==> src/core/abs_restore_pkg.sv <==
package abs_restore_pkg;

  // ***************************************************
  // Timing
  // ***************************************************
  localparam int CLK_HZ         = 10_000_000;
  localparam int SERVO_OFF_MS   = 20;
  localparam int SERVO_OFF_CYC  = SERVO_OFF_MS * (CLK_HZ / 1000);
  localparam int CLEAR_PULSE_US = 10;
  localparam int CLEAR_CYC      = (CLEAR_PULSE_US * (CLK_HZ / 1000) + 999) / 1000;

  // ***************************************************
  // Data layout and limits
  // ***************************************************
  localparam int POS_W       = 32;
  localparam int PAIR_W      = 2;
  localparam int FB_W        = 16;
  localparam int RANGE_SHIFT = 15;
  localparam int FIFO_DEPTH  = 4;
  localparam int WIDE_W      = 49;
  localparam logic signed [WIDE_W-1:0] ADDR_MIN = -49'sh0000_8000_0000;
  localparam logic signed [WIDE_W-1:0] ADDR_MAX = 49'sh0000_7fff_ffff;
  localparam logic [POS_W-1:0] FEED_RESET = 32'h0000_0000;

  // ***************************************************
  // Pin groups, fixed order
  // ***************************************************
  typedef struct packed {
    logic servo_on_line;
    logic transfer_mode_line;
    logic transfer_request_line;
  } abs_out_t;

  typedef struct packed {
    logic transfer_data_low;
    logic transfer_data_high;
    logic transfer_data_ready;
  } abs_in_t;

  typedef enum {
    ST_IDLE,
    ST_SERVO_OFF,
    ST_REQ,
    ST_RELEASE,
    ST_DRAIN,
    ST_CHECK
  } restore_state_t;

endpackage

==> src/core/pair_fifo.sv <==
`timescale 1ns/1ns
module pair_fifo #(
  parameter int WIDTH = 2,
  parameter int DEPTH = 4
) (
  input  wire logic             clk_i,
  input  wire logic             arst_n_i,
  input  wire logic             in_valid_i,
  output logic                  in_ready_o,
  input  wire logic [WIDTH-1:0] in_data_i,
  output logic                  out_valid_o,
  input  wire logic             out_ready_i,
  output logic      [WIDTH-1:0] out_data_o
);
  localparam int AW = (DEPTH > 1) ? $clog2(DEPTH) : 1;
  localparam int CW = $clog2(DEPTH + 1);
  localparam logic [CW-1:0] FULL_CNT = CW'(DEPTH);
  localparam logic [AW-1:0] LAST_IDX = AW'(DEPTH - 1);

  logic [WIDTH-1:0] mem_reg [DEPTH];
  logic [AW-1:0]    wr_reg, wr_next, rd_reg, rd_next;
  logic [CW-1:0]    cnt_reg, cnt_next;
  logic             push, pop;

  assign in_ready_o  = (cnt_reg != FULL_CNT);
  assign out_valid_o = (cnt_reg != '0);
  assign out_data_o  = mem_reg[rd_reg];
  assign push        = in_valid_i && in_ready_o;
  assign pop         = out_valid_o && out_ready_i;

  always_comb begin
    wr_next  = wr_reg;
    rd_next  = rd_reg;
    cnt_next = cnt_reg;
    if (push) begin
      wr_next = (wr_reg == LAST_IDX) ? '0 : wr_reg + 1'b1;
    end
    if (pop) begin
      rd_next = (rd_reg == LAST_IDX) ? '0 : rd_reg + 1'b1;
    end
    if (push && !pop) begin
      cnt_next = cnt_reg + 1'b1;
    end else if (pop && !push) begin
      cnt_next = cnt_reg - 1'b1;
    end
  end

  always_ff @(posedge clk_i or negedge arst_n_i) begin
    if (!arst_n_i) begin
      wr_reg  <= '0;
      rd_reg  <= '0;
      cnt_reg <= '0;
    end else begin
      wr_reg  <= wr_next;
      rd_reg  <= rd_next;
      cnt_reg <= cnt_next;
    end
  end

  always_ff @(posedge clk_i) begin
    if (push) begin
      mem_reg[wr_reg] <= in_data_i;
    end
  end

endmodule

==> src/core/absolute_position_transfer.sv <==
`timescale 1ns/1ns
module absolute_position_transfer
  import abs_restore_pkg::*;
#(
  parameter int SERVO_OFF_CYCLES = SERVO_OFF_CYC,
  parameter int CLEAR_CYCLES     = CLEAR_CYC,
  parameter int WORD_W           = POS_W
) (
  input  wire logic                                clk_i,
  input  wire logic                                arst_n_i,
  input  wire logic                                servo_enable_i,
  input  wire logic                                restore_start_i,
  input  wire logic                                load_stall_i,
  input  wire logic [abs_restore_pkg::FB_W-1:0]    fb_pulses_i,
  input  wire logic                                origin_reached_i,
  input  wire logic                                count2_mode_i,
  input  wire logic                                manual_origin_i,
  input  wire logic signed [abs_restore_pkg::WIDE_W-1:0] target_i,
  input  wire logic                                endless_feed_i,
  input  wire abs_restore_pkg::abs_in_t            abs_in_i,
  output abs_restore_pkg::abs_out_t                abs_out_o,
  output logic                                     dev_clear_o,
  output logic                                     dev_clear_gp_o,
  output logic [WORD_W-1:0]                        current_feed_o,
  output logic                                     position_valid_o,
  output logic                                     restore_busy_o,
  output logic                                     restore_done_o,
  output logic                                     restore_error_o,
  output logic                                     move_allowed_o
);
  import abs_restore_pkg::*;

  localparam int PAIRS = WORD_W / PAIR_W;
  localparam int PCW   = $clog2(PAIRS + 1);
  localparam int OCW   = $clog2(SERVO_OFF_CYCLES + 1);
  localparam int CCW   = $clog2(CLEAR_CYCLES + 1);
  localparam logic [PCW-1:0] PAIRS_N  = PCW'(PAIRS);
  localparam logic [OCW-1:0] OFF_LAST = OCW'(SERVO_OFF_CYCLES - 1);
  localparam logic [CCW-1:0] CLR_N    = CCW'(CLEAR_CYCLES);

  // ***************************************************
  // State
  // ***************************************************
  restore_state_t        state_reg, state_next;
  abs_out_t              out_reg, out_next;
  logic [OCW-1:0]        off_cnt_reg, off_cnt_next;
  logic [PCW-1:0]        sent_reg, sent_next;
  logic [PCW-1:0]        got_reg, got_next;
  logic [WORD_W-1:0]     word_reg, word_next;
  logic [WORD_W-1:0]     feed_reg, feed_next;
  logic                  valid_reg, valid_next;
  logic                  done_reg, done_next;
  logic                  err_reg, err_next;
  logic                  origin_reg, origin_next;
  logic [CCW-1:0]        clr_cnt_reg, clr_cnt_next;
  logic                  gp_reg, gp_next;
  logic                  move_reg, move_next;

  logic                  fifo_in_valid, fifo_in_ready;
  logic                  fifo_out_valid, fifo_out_ready;
  logic [PAIR_W-1:0]     fifo_out_data;
  logic signed [WIDE_W-1:0] span, lim_lo, lim_hi, pos_wide;

  // ***************************************************
  // Pair buffer
  // ***************************************************
  // Lower bit from first data line, upper from second
  assign fifo_in_valid  = (state_reg == ST_REQ) && out_reg.transfer_request_line &&
                          abs_in_i.transfer_data_ready;
  assign fifo_out_ready = !load_stall_i && (got_reg != PAIRS_N);

  pair_fifo #(
    .WIDTH (PAIR_W),
    .DEPTH (FIFO_DEPTH)
  ) u_fifo (
    .clk_i       (clk_i),
    .arst_n_i    (arst_n_i),
    .in_valid_i  (fifo_in_valid),
    .in_ready_o  (fifo_in_ready),
    .in_data_i   ({abs_in_i.transfer_data_high, abs_in_i.transfer_data_low}),
    .out_valid_o (fifo_out_valid),
    .out_ready_i (fifo_out_ready),
    .out_data_o  (fifo_out_data)
  );

  // ***************************************************
  // Range limits
  // ***************************************************
  // Span is feedback pulses per revolution times 32768
  assign span     = WIDE_W'(signed'({1'b0, fb_pulses_i})) <<< RANGE_SHIFT;
  assign lim_lo   = -span;
  assign lim_hi   = span - 49'sh1;
  assign pos_wide = WIDE_W'(signed'(word_reg));

  // ***************************************************
  // Restoration sequencer
  // ***************************************************
  always_comb begin
    state_next   = state_reg;
    out_next     = out_reg;
    off_cnt_next = off_cnt_reg;
    sent_next    = sent_reg;
    got_next     = got_reg;
    word_next    = word_reg;
    feed_next    = feed_reg;
    valid_next   = valid_reg;
    done_next    = 1'b0;
    err_next     = 1'b0;
    out_next.servo_on_line = servo_enable_i && (state_reg != ST_SERVO_OFF);
    if (fifo_out_valid && fifo_out_ready) begin
      word_next = {fifo_out_data, word_reg[WORD_W-1:PAIR_W]};
      got_next  = got_reg + 1'b1;
    end
    case (state_reg)
      ST_IDLE: begin
        out_next.transfer_mode_line    = 1'b0;
        out_next.transfer_request_line = 1'b0;
        // Origin must be set first
        if (restore_start_i && origin_reg) begin
          state_next   = ST_SERVO_OFF;
          out_next.transfer_mode_line = 1'b1;
          out_next.servo_on_line      = 1'b0;
          off_cnt_next = '0;
          sent_next    = '0;
          got_next     = '0;
          valid_next   = 1'b0;
        end
      end
      ST_SERVO_OFF: begin
        // Servo-on held off during the window
        out_next.servo_on_line = 1'b0;
        off_cnt_next = off_cnt_reg + 1'b1;
        if (off_cnt_reg == OFF_LAST) begin
          state_next = ST_REQ;
          out_next.servo_on_line = servo_enable_i;
        end
      end
      ST_REQ: begin
        // Request only with room to buffer the pair
        if (!out_reg.transfer_request_line) begin
          out_next.transfer_request_line = fifo_in_ready;
        end else if (abs_in_i.transfer_data_ready && fifo_in_ready) begin
          out_next.transfer_request_line = 1'b0;
          sent_next  = sent_reg + 1'b1;
          state_next = ST_RELEASE;
        end
      end
      ST_RELEASE: begin
        if (!abs_in_i.transfer_data_ready) begin
          state_next = (sent_reg == PAIRS_N) ? ST_DRAIN : ST_REQ;
        end
      end
      ST_DRAIN: begin
        if (got_next == PAIRS_N) begin
          out_next.transfer_mode_line = 1'b0;
          state_next = ST_CHECK;
        end
      end
      ST_CHECK: begin
        state_next = ST_IDLE;
        if (pos_wide >= lim_lo && pos_wide <= lim_hi) begin
          feed_next  = word_reg;
          valid_next = 1'b1;
          done_next  = 1'b1;
        end else begin
          err_next   = 1'b1;
        end
      end
      default: begin
        state_next = ST_IDLE;
      end
    endcase
  end

  always_ff @(posedge clk_i or negedge arst_n_i) begin
    if (!arst_n_i) begin
      state_reg   <= ST_IDLE;
      out_reg     <= '0;
      off_cnt_reg <= '0;
      sent_reg    <= '0;
      got_reg     <= '0;
      word_reg    <= '0;
      feed_reg    <= FEED_RESET;
      valid_reg   <= 1'b0;
      done_reg    <= 1'b0;
      err_reg     <= 1'b0;
    end else begin
      state_reg   <= state_next;
      out_reg     <= out_next;
      off_cnt_reg <= off_cnt_next;
      sent_reg    <= sent_next;
      got_reg     <= got_next;
      word_reg    <= word_next;
      feed_reg    <= feed_next;
      valid_reg   <= valid_next;
      done_reg    <= done_next;
      err_reg     <= err_next;
    end
  end

  // ***************************************************
  // Origin setting and move gate
  // ***************************************************
  always_comb begin
    origin_next  = origin_reg;
    clr_cnt_next = clr_cnt_reg;
    gp_next      = gp_reg;
    move_next    = 1'b0;
    // Clear pulse at the origin, or wired output in count-2
    if (clr_cnt_reg != '0) begin
      clr_cnt_next = clr_cnt_reg - 1'b1;
      if (clr_cnt_reg == CCW'(1)) begin
        origin_next = 1'b1;
      end
    end else if (!count2_mode_i && origin_reached_i) begin
      clr_cnt_next = CLR_N;
    end
    if (count2_mode_i && manual_origin_i) begin
      gp_next     = 1'b1;
      origin_next = 1'b1;
    end
    // Address, pulse range and feed kind
    if (valid_reg && !endless_feed_i &&
        target_i >= ADDR_MIN && target_i <= ADDR_MAX &&
        target_i >= lim_lo && target_i <= lim_hi) begin
      move_next = 1'b1;
    end
  end

  always_ff @(posedge clk_i or negedge arst_n_i) begin
    if (!arst_n_i) begin
      origin_reg  <= 1'b0;
      clr_cnt_reg <= '0;
      gp_reg      <= 1'b0;
      move_reg    <= 1'b0;
    end else begin
      origin_reg  <= origin_next;
      clr_cnt_reg <= clr_cnt_next;
      gp_reg      <= gp_next;
      move_reg    <= move_next;
    end
  end

  // ***************************************************
  // Outputs
  // ***************************************************
  // Sole driver of the reserved pin groups
  assign abs_out_o        = out_reg;
  assign dev_clear_o      = (clr_cnt_reg != '0);
  assign dev_clear_gp_o   = gp_reg;
  assign current_feed_o   = feed_reg;
  assign position_valid_o = valid_reg;
  assign restore_busy_o   = (state_reg != ST_IDLE);
  assign restore_done_o   = done_reg;
  assign restore_error_o  = err_reg;
  assign move_allowed_o   = move_reg;
endmodule

==> config.mk <==
export PLATFORM = sky130hd
export DESIGN_NAME = absolute_position_transfer
export DESIGN_NICKNAME = d
export VERILOG_FILES = /design/src/core/abs_restore_pkg.sv /design/src/core/pair_fifo.sv /design/src/core/absolute_position_transfer.sv
export SDC_FILE = /design/constraint.sdc
export NUM_CORES = 1
export LEC_CHECK = 0
export ABC_AREA = 1
export BUFFER_PORTS_ARGS = -buffer_cell sky130_fd_sc_hd__buf_2
export CAP_MARGIN = 15
export CORE_MARGIN = 4
export CORE_UTILIZATION = 50
export CTS_CLUSTER_DIAMETER = 40
export DETAILED_ROUTE_END_ITERATION = 10
export PLACE_DENSITY = 0.82
export SKIP_CTS_REPAIR_TIMING = 1
export SLEW_MARGIN = 20
export SYNTH_ARGS = -nofsm -noshare
export SYNTH_HDL_FRONTEND = slang
export SYNTH_SLANG_ARGS = --single-unit
==> constraint.sdc <==
create_clock -name clk_i -period 3.6 [get_ports clk_i]
set_clock_uncertainty 0.15 [all_clocks]
set_input_delay 0.36 -clock clk_i [delete_from_list [all_inputs] [get_ports clk_i]]
set_output_delay 0.36 -clock clk_i [all_outputs]
set_load 0.03 [all_outputs]
==> results of run 1 <==
## layout by cell type (no fill, tap or decap), types with 20 or more instances in the layout
master,n
inv_1,159
nand3_1,58
nand2_1,297
buf_4,20
ha_1,115
nor2_1,123
a21oi_1,59
nor3_1,20
buf_2,117
o21ai_0,74
nand4_1,54
dfrtp_1,118
nor4_1,21
## path summary, 6_finish.rpt
check                                         from  slack (ns)            endpoint
worst max-delay path                fb_pulses_i[0]        0.34  current_feed_o[16]
worst min-delay path               manual_origin_i       0.007      dev_clear_gp_o
worst max register to register        state_reg[1]        0.55   u_fifo.cnt_reg[2]
worst min register to register  current_feed_o[29]        0.32  current_feed_o[29]
max in group asynchronous                 arst_n_i        2.14    u_fifo.wr_reg[0]
min in group asynchronous                 arst_n_i        0.36   current_feed_o[6]
## layer usage
metal  share of wire  global-route usage  vias up
met3           0.060             0.05389       60
met2            0.48              0.4131      310
met4           0.033              0.1031        0
met1            0.43              0.3065     4208
li1                -                   -     4443
met5               0                   0        -
## layout make-up
cell class	instances	share of cell area
clock buffers	24	0.04419
clock inverters	7	0.008035
flip-flops and latches	126	0.2929
repair buffers	141	0.07392
inverters	161	0.05544
well taps	229	0.02629
multi-input cells	930	0.4992
## critical path, cell delays in order
cell      delay [ns]
buf_2           0.13
inv_2           0.09
ha_1            0.17
buf_4           0.13
nand2_2         0.09
nor2_1          0.15
nor2_1          0.06
nor2_1          0.27
inv_1           0.13
ha_1            0.32
nand2_1         0.08
nor2_1          0.04
nor3_1          0.13
nand3_1         0.10
nand3_1         0.10
nand2_1         0.06
nand2_1         0.06
nand2_1         0.06
nand2_1         0.06
nand2_1         0.04
nand2_1         0.07
nand3b_1        0.09
nand2_2         0.14
nand3_4         0.10
buf_12          0.21
nand2_1         0.08
nand2_1         0.06
## kinds of logic (layout without fill, tap and decap cells)
family | Yosys count | in the layout | synth area share
compound gates | 174 | 174 | 0.1046
xor+xnor | 15 | 15 | 0.01406
fa+ha+maj | 116 | 116 | 0.1561
buf+inv | 184 | 333 | 0.07724
flops | 126 | 126 | 0.3416
mux | 3 | 3 | 0.003347
simple gates | 622 | 622 | 0.3031
## cells in the mapped netlist, types with 2 or more instances
cell / instances
edfxtp_1: 8
o21a_1: 4
buf_6: 3
a22o_1: 2
o21ai_0: 74
inv_1: 159
nand2_2: 14
or3_1: 2
nor2_2: 7
buf_2: 7
dfrtp_1: 118
mux2i_1: 2
a211oi_1: 9
inv_2: 2
nand4_1: 54
a31oi_1: 2
nand3_2: 3
a21o_1: 4
ha_1: 115
o221ai_1: 2
nor2_1: 123
xnor2_1: 6
nor2_4: 5
clkbuf_1: 13
o32ai_1: 2
a21oi_1: 59
nand3_4: 3
nand3b_1: 5
xor2_1: 9
nor4_1: 21
o211ai_1: 3
nand3_1: 59
nor3b_1: 2
o22ai_1: 3
o21bai_1: 2
nand2_1: 297
and3_1: 4
nor3_1: 21
## power by group through the flow
stage,registers (mW),clock network [mW],logic [mW]
2_1_floorplan,2.11,0,1.56
3_3_place_gp,2.18,0,2.08
3_5_place_dp,2.20,0,2.18
4_1_cts,2.19,1.68,2.21
5_1_grt,2.25,1.74,2.55
6_report,2.19,1.66,2.23
## per-stage QoR
step           utilization  instance area (um^2)  hold slack (ns)  worst slack, ns  total power, mW
3_3_place_gp        0.5687                 10320           0.2679          0.06958            4.267
6_report            0.6007                 10900         0.007362           0.3378            6.078
5_1_grt             0.6007                 10900          0.01216          0.03377            6.541
3_5_place_dp        0.5687                 10320           0.2792         -0.03492            4.376
2_1_floorplan            -                  9346         -0.08559           0.1923            3.666
4_1_cts             0.6001                 10890          -0.1574           0.3720            6.075
==> flow_summary.toml, run 1 <==
[status]
status = "completed"

[sta]
finalCritPeriodShare = 0.9062
maxSlewViolCount = 0
rsz0062_at_grt = "false"
slew_headroom = 0.3290
worstMarginPinSlew_ns = 1.001
tns_ns = 0
max_freq_ghz = 0.3065
period_needed_ns = 3.262
hold_viol = 0
finalSetupViolCount = 0

[cells_and_area]
areaGrowthSynthToFinish_pct = 16.63
fin_cells = 1618
antenna_cells_inserted = 0
seqCellArea_mm2 = 0.003193
fin_nets = 1570
fill_cells = 1614
drive_gt1_frac = 0.1483
multi_input_area_mm2 = 0.005441

[pwr]
ir_drop_uv = 503.0
switching_share = 0.3992
clkPwrFrac = 0.273
power_density_mw_per_mm2 = 557.6
seq_power_share = 0.361
p_leak_nw = 5.749
internal_power_mw = 3.652
p_sw_mw = 2.426
p_comb_frac = 0.366

[critical_path]
setup.worst_path.class = "primary input to register"
required_ns = 3.75
critical_path.max_fanout = 23
worstPathArrival_ns = 3.41
crit_path_end_kind = "register"
cp-start-kind = "primary input"
reg2reg_depth = 15

[yosys]
synthFlopType = "dfrtp_1"
synth_seq_cells = 126
synth_area_leaders = "dfrtp_1, ha_1, nand2_1"
seq_area_frac_synth = 0.3416
synth_top_area_share = 0.3159
syn-num-nets = 1433
yosys_warnings = 0
synth_edf_count = 8
yosysTopAreaCell = "dfrtp_1"
async_flop_share = 0.9365
synth.cell_area_mm2 = 0.009346
avgSynthCellArea_um2 = 7.537
synthCells = 1240
ys_types = 50

[floorplan]
die_h_um = 144.7
fp-row-count = 49
num_io_pins = 119
die_w_um = 144.7
initial_core_util = 0.5150
core-area_mm2 = 0.01815
fp.dieArea_mm2 = 0.02094

[clocking]
clkLatencyLatePin_ns = 0.42
cts_max_level = 4
clkSlewWorstSetupHoldPaths_ns = 0.05
cts_buffers = 17
clockBufferDepth = 2
ctsRootBufferMaster = "clkbuf_16"
clock-sinks = 126
cts_tree = "built"

[placed_design]
dpl.hpwl_um = 19780
dp_cells = 1586
portBuffers = 118
gp_congestion = 0.9407

[route]
drt_pre_antenna_iters = 6
post_drt_wl_per_cell_um = 15.66
dr_total_vias = 9021
wl_um = 25330
drt_iter0_drc = 718
drc_errors = 0
postRouteAntennaNets = 0
vias_per_cell = 5.575

[min_path]
holdPathStages = 3
min_path_type = "primary input to register"

[global_routing]
gr-usage-all-layers = 0.2456
grt-ovfl-total = 0
grt_pass1_vias = 8746
antenna_found_initial = 0
grt_max_degree = 72
grt_first_pass_wirelength_um = 41080

[run]
cap_violations = 0
(Power assumes the default switching activity.)
==> run 2: changes to the inputs <==
SYNTH_HIERARCHICAL = 1   (was default)
==> run 2 against run 1 <==
Sequential power barely moved. Synthesized cell count rose by 1.3%. Cell area rose by 1.6%. Global-route usage fell by 1.5 points. Cell count rose by 1.3%. Die area rose by 0.65%. Hold slack improved by 0.011 ns. Core utilization rose by 0.75 points. Wire length fell by 4.0%. Combinational power rose by 2%. Via count fell by 0.30%. Clock power rose by 13%.
==> flow_summary.toml, run 2 <==
[status]
status = "completed"

[route]
drt_iter0_drc = 731
dr_total_vias = 8994
wl_um = 24330
postRouteAntennaNets = 0
drc_errors = 0
drt_pre_antenna_iters = 5
vias_per_cell = 5.487
post_drt_wl_per_cell_um = 14.84

[sta]
period_needed_ns = 3.184
tns_ns = 0
finalSetupViolCount = 0
maxSlewViolCount = 0
finalCritPeriodShare = 0.8845
slew_headroom = 0.5223
timing.hold.ws_ns = 0.01841
hold_viol = 0
worstMarginPinSlew_ns = 0.7166
worst_slack_ns = 0.4157
max_freq_ghz = 0.3140
rsz0062_at_grt = "false"

[floorplan]
core-area_mm2 = 0.01821
die_h_um = 145.2
initial_core_util = 0.5168
fp.dieArea_mm2 = 0.02108
fp-row-count = 49
num_io_pins = 119
die_w_um = 145.2

[critical_path]
cp-start-kind = "primary input"
required_ns = 3.75
setup.worst_path.class = "primary input to register"
worstPathArrival_ns = 3.33
critical_path.max_fanout = 30
crit_path_end_kind = "register"

[yosys]
avgSynthCellArea_um2 = 7.492
async_flop_share = 0.9365
synth_seq_cells = 126
synth.cell_area_mm2 = 0.009410
synthFlopType = "dfrtp_1"
ys_top_cells_by_count = "nand2_1, inv_1, nor2_1, dfrtp_1, ha_1"
yosys_warnings = 6
yosysTopAreaCell = "dfrtp_1"
synth_area_leaders = "dfrtp_1, ha_1, nand2_1"
ys_types = 50
synthCells = 1256
syn-num-nets = 1449
synth_most_common_cell = "nand2_1"
synth_top_area_share = 0.3138
seq_area_frac_synth = 0.3393
synth_edf_count = 8

[cells_and_area]
final_common_cell = "nand2_1"
layout_common_cells = "nand2_1, inv_1, nor2_1"
fin_nets = 1590
fill_cells = 1586
areaGrowthSynthToFinish_pct = 17.68
multi_input_area_mm2 = 0.005444
seqCellArea_mm2 = 0.003193
drive_gt1_frac = 0.1525
fin_cells = 1639
antenna_cells_inserted = 0

[pwr]
ir_drop_uv = 555.2
power_density_mw_per_mm2 = 573.5
p_leak_nw = 6.012
finalPower_mw = 6.351

[placed_design]
dp_cells = 1606
gp_congestion = 0.9489
portBuffers = 118
dpl.hpwl_um = 18720
place_ws_ns = 0.07175

[global_routing]
grt_max_degree = 64
grt-ovfl-total = 0
grt_first_pass_wirelength_um = 41240
gr-usage-all-layers = 0.2304
grt_pass1_vias = 8898
antenna_found_initial = 0

[min_path]
min_path_type = "primary input to register"

[clocking]
clkSlewWorstSetupHoldPaths_ns = 0.06
clockBufferDepth = 2
cts_tree = "built"
clock-sinks = 126
cts_buffers = 17
cts_max_level = 4
ctsRootBufferMaster = "clkbuf_16"
clkLatencyLatePin_ns = 0.41

[run]
cap_violations = 0
[run 2: cell types whose count changed after synthesis, moves of 3 or more]
cell / change
o21ai_0: -16
inv_1: +14
nand3_1: +13
a21oi_1: +12
nand4_1: +7
nor2_2: -7
a211oi_1: -6
a31oi_1: +5
nand2_2: -4
nor4_1: -4
or2_2: +4
nand2_4: +3
[run 2: area by class of cell]
type / instances / share of cell area
Timing Repair Buffer: 145 / 0.07434
Inverter: 178 / 0.06033
Tap cell: 229 / 0.02587
Clock inverter: 12 / 0.01638
Multi-Input combinational cell: 929 / 0.4916
Sequential cell: 126 / 0.2883
Clock buffer: 20 / 0.04316
[run 2: logic make-up (layout without fill, tap and decap cells)]
logic type               count (synthesis)  in the layout  share of synthesized area
multiplexers                             4              4                   0.004388
flip-flops                             126            126                     0.3393
adder cells (fa/ha/maj)                116            116                     0.1550
XOR/XNOR                                16             16                    0.01489
AND/OR/NAND/NOR                        628            628                     0.3066
AO/OA/AOI/OAI                          165            165                    0.09626
buffers and inverters                  201            355                    0.08350
[run 2: worst max-delay path: stages]
cell and delay (ns):
buf_2 0.12, nor2_1 0.20, nand2_1 0.11, nor2_1 0.22, nand2_2 0.11, inv_1 0.08
nand2_1 0.14, inv_1 0.15, ha_1 0.28, nand2_1 0.13, nor2_1 0.07, nand4_1 0.09
a31oi_1 0.05, a2111oi_0 0.31, buf_4 0.19, nand3b_1 0.09, nand2_2 0.15, nand3_4 0.12
buf_12 0.20, nand2_1 0.08, nand2_1 0.06
[run 2: report_power, final]
| part | switching (mW) | internal [mW] | leakage, nW |
|---|---|---|---|
| clock | 0.639 | 1.24 | 0.310 |
| combinational | 1.48 | 0.782 | 4.11 |
| sequential | 0.433 | 1.77 | 1.60 |
[run 2: worst paths after layout]
check                                    start                  to  slack (ns)  cells past startpoint
worst max-delay path            fb_pulses_i[8]  current_feed_o[21]        0.42                     21
worst min-delay path            servo_enable_i        abs_out_o[2]        0.02                      3
worst max register to register    word_reg[31]  current_feed_o[21]        0.64                     13
worst min register to register  dev_clear_gp_o      dev_clear_gp_o        0.31                      2
max in group asynchronous             arst_n_i         word_reg[8]        2.12                      3
min in group asynchronous             arst_n_i    position_valid_o        0.39                      2
[run 2: per-stage QoR]
stage | area (um^2) | util
after floorplan | 9415 | -
after global placement | 10410 | 0.5714
after detailed placement | 10410 | 0.5714
after CTS | 11060 | 0.6076
after global routing | 11070 | 0.6082
final | 11070 | 0.6082
[run 2: layer usage]
layer / vias up / part of all wire / global-route usage
met5: - / 0 / 0
met1: 4179 / 0.45 / 0.3013
met2: 282 / 0.47 / 0.3815
li1: 4481 / - / -
met3: 52 / 0.056 / 0.04677
met4: 0 / 0.026 / 0.08310
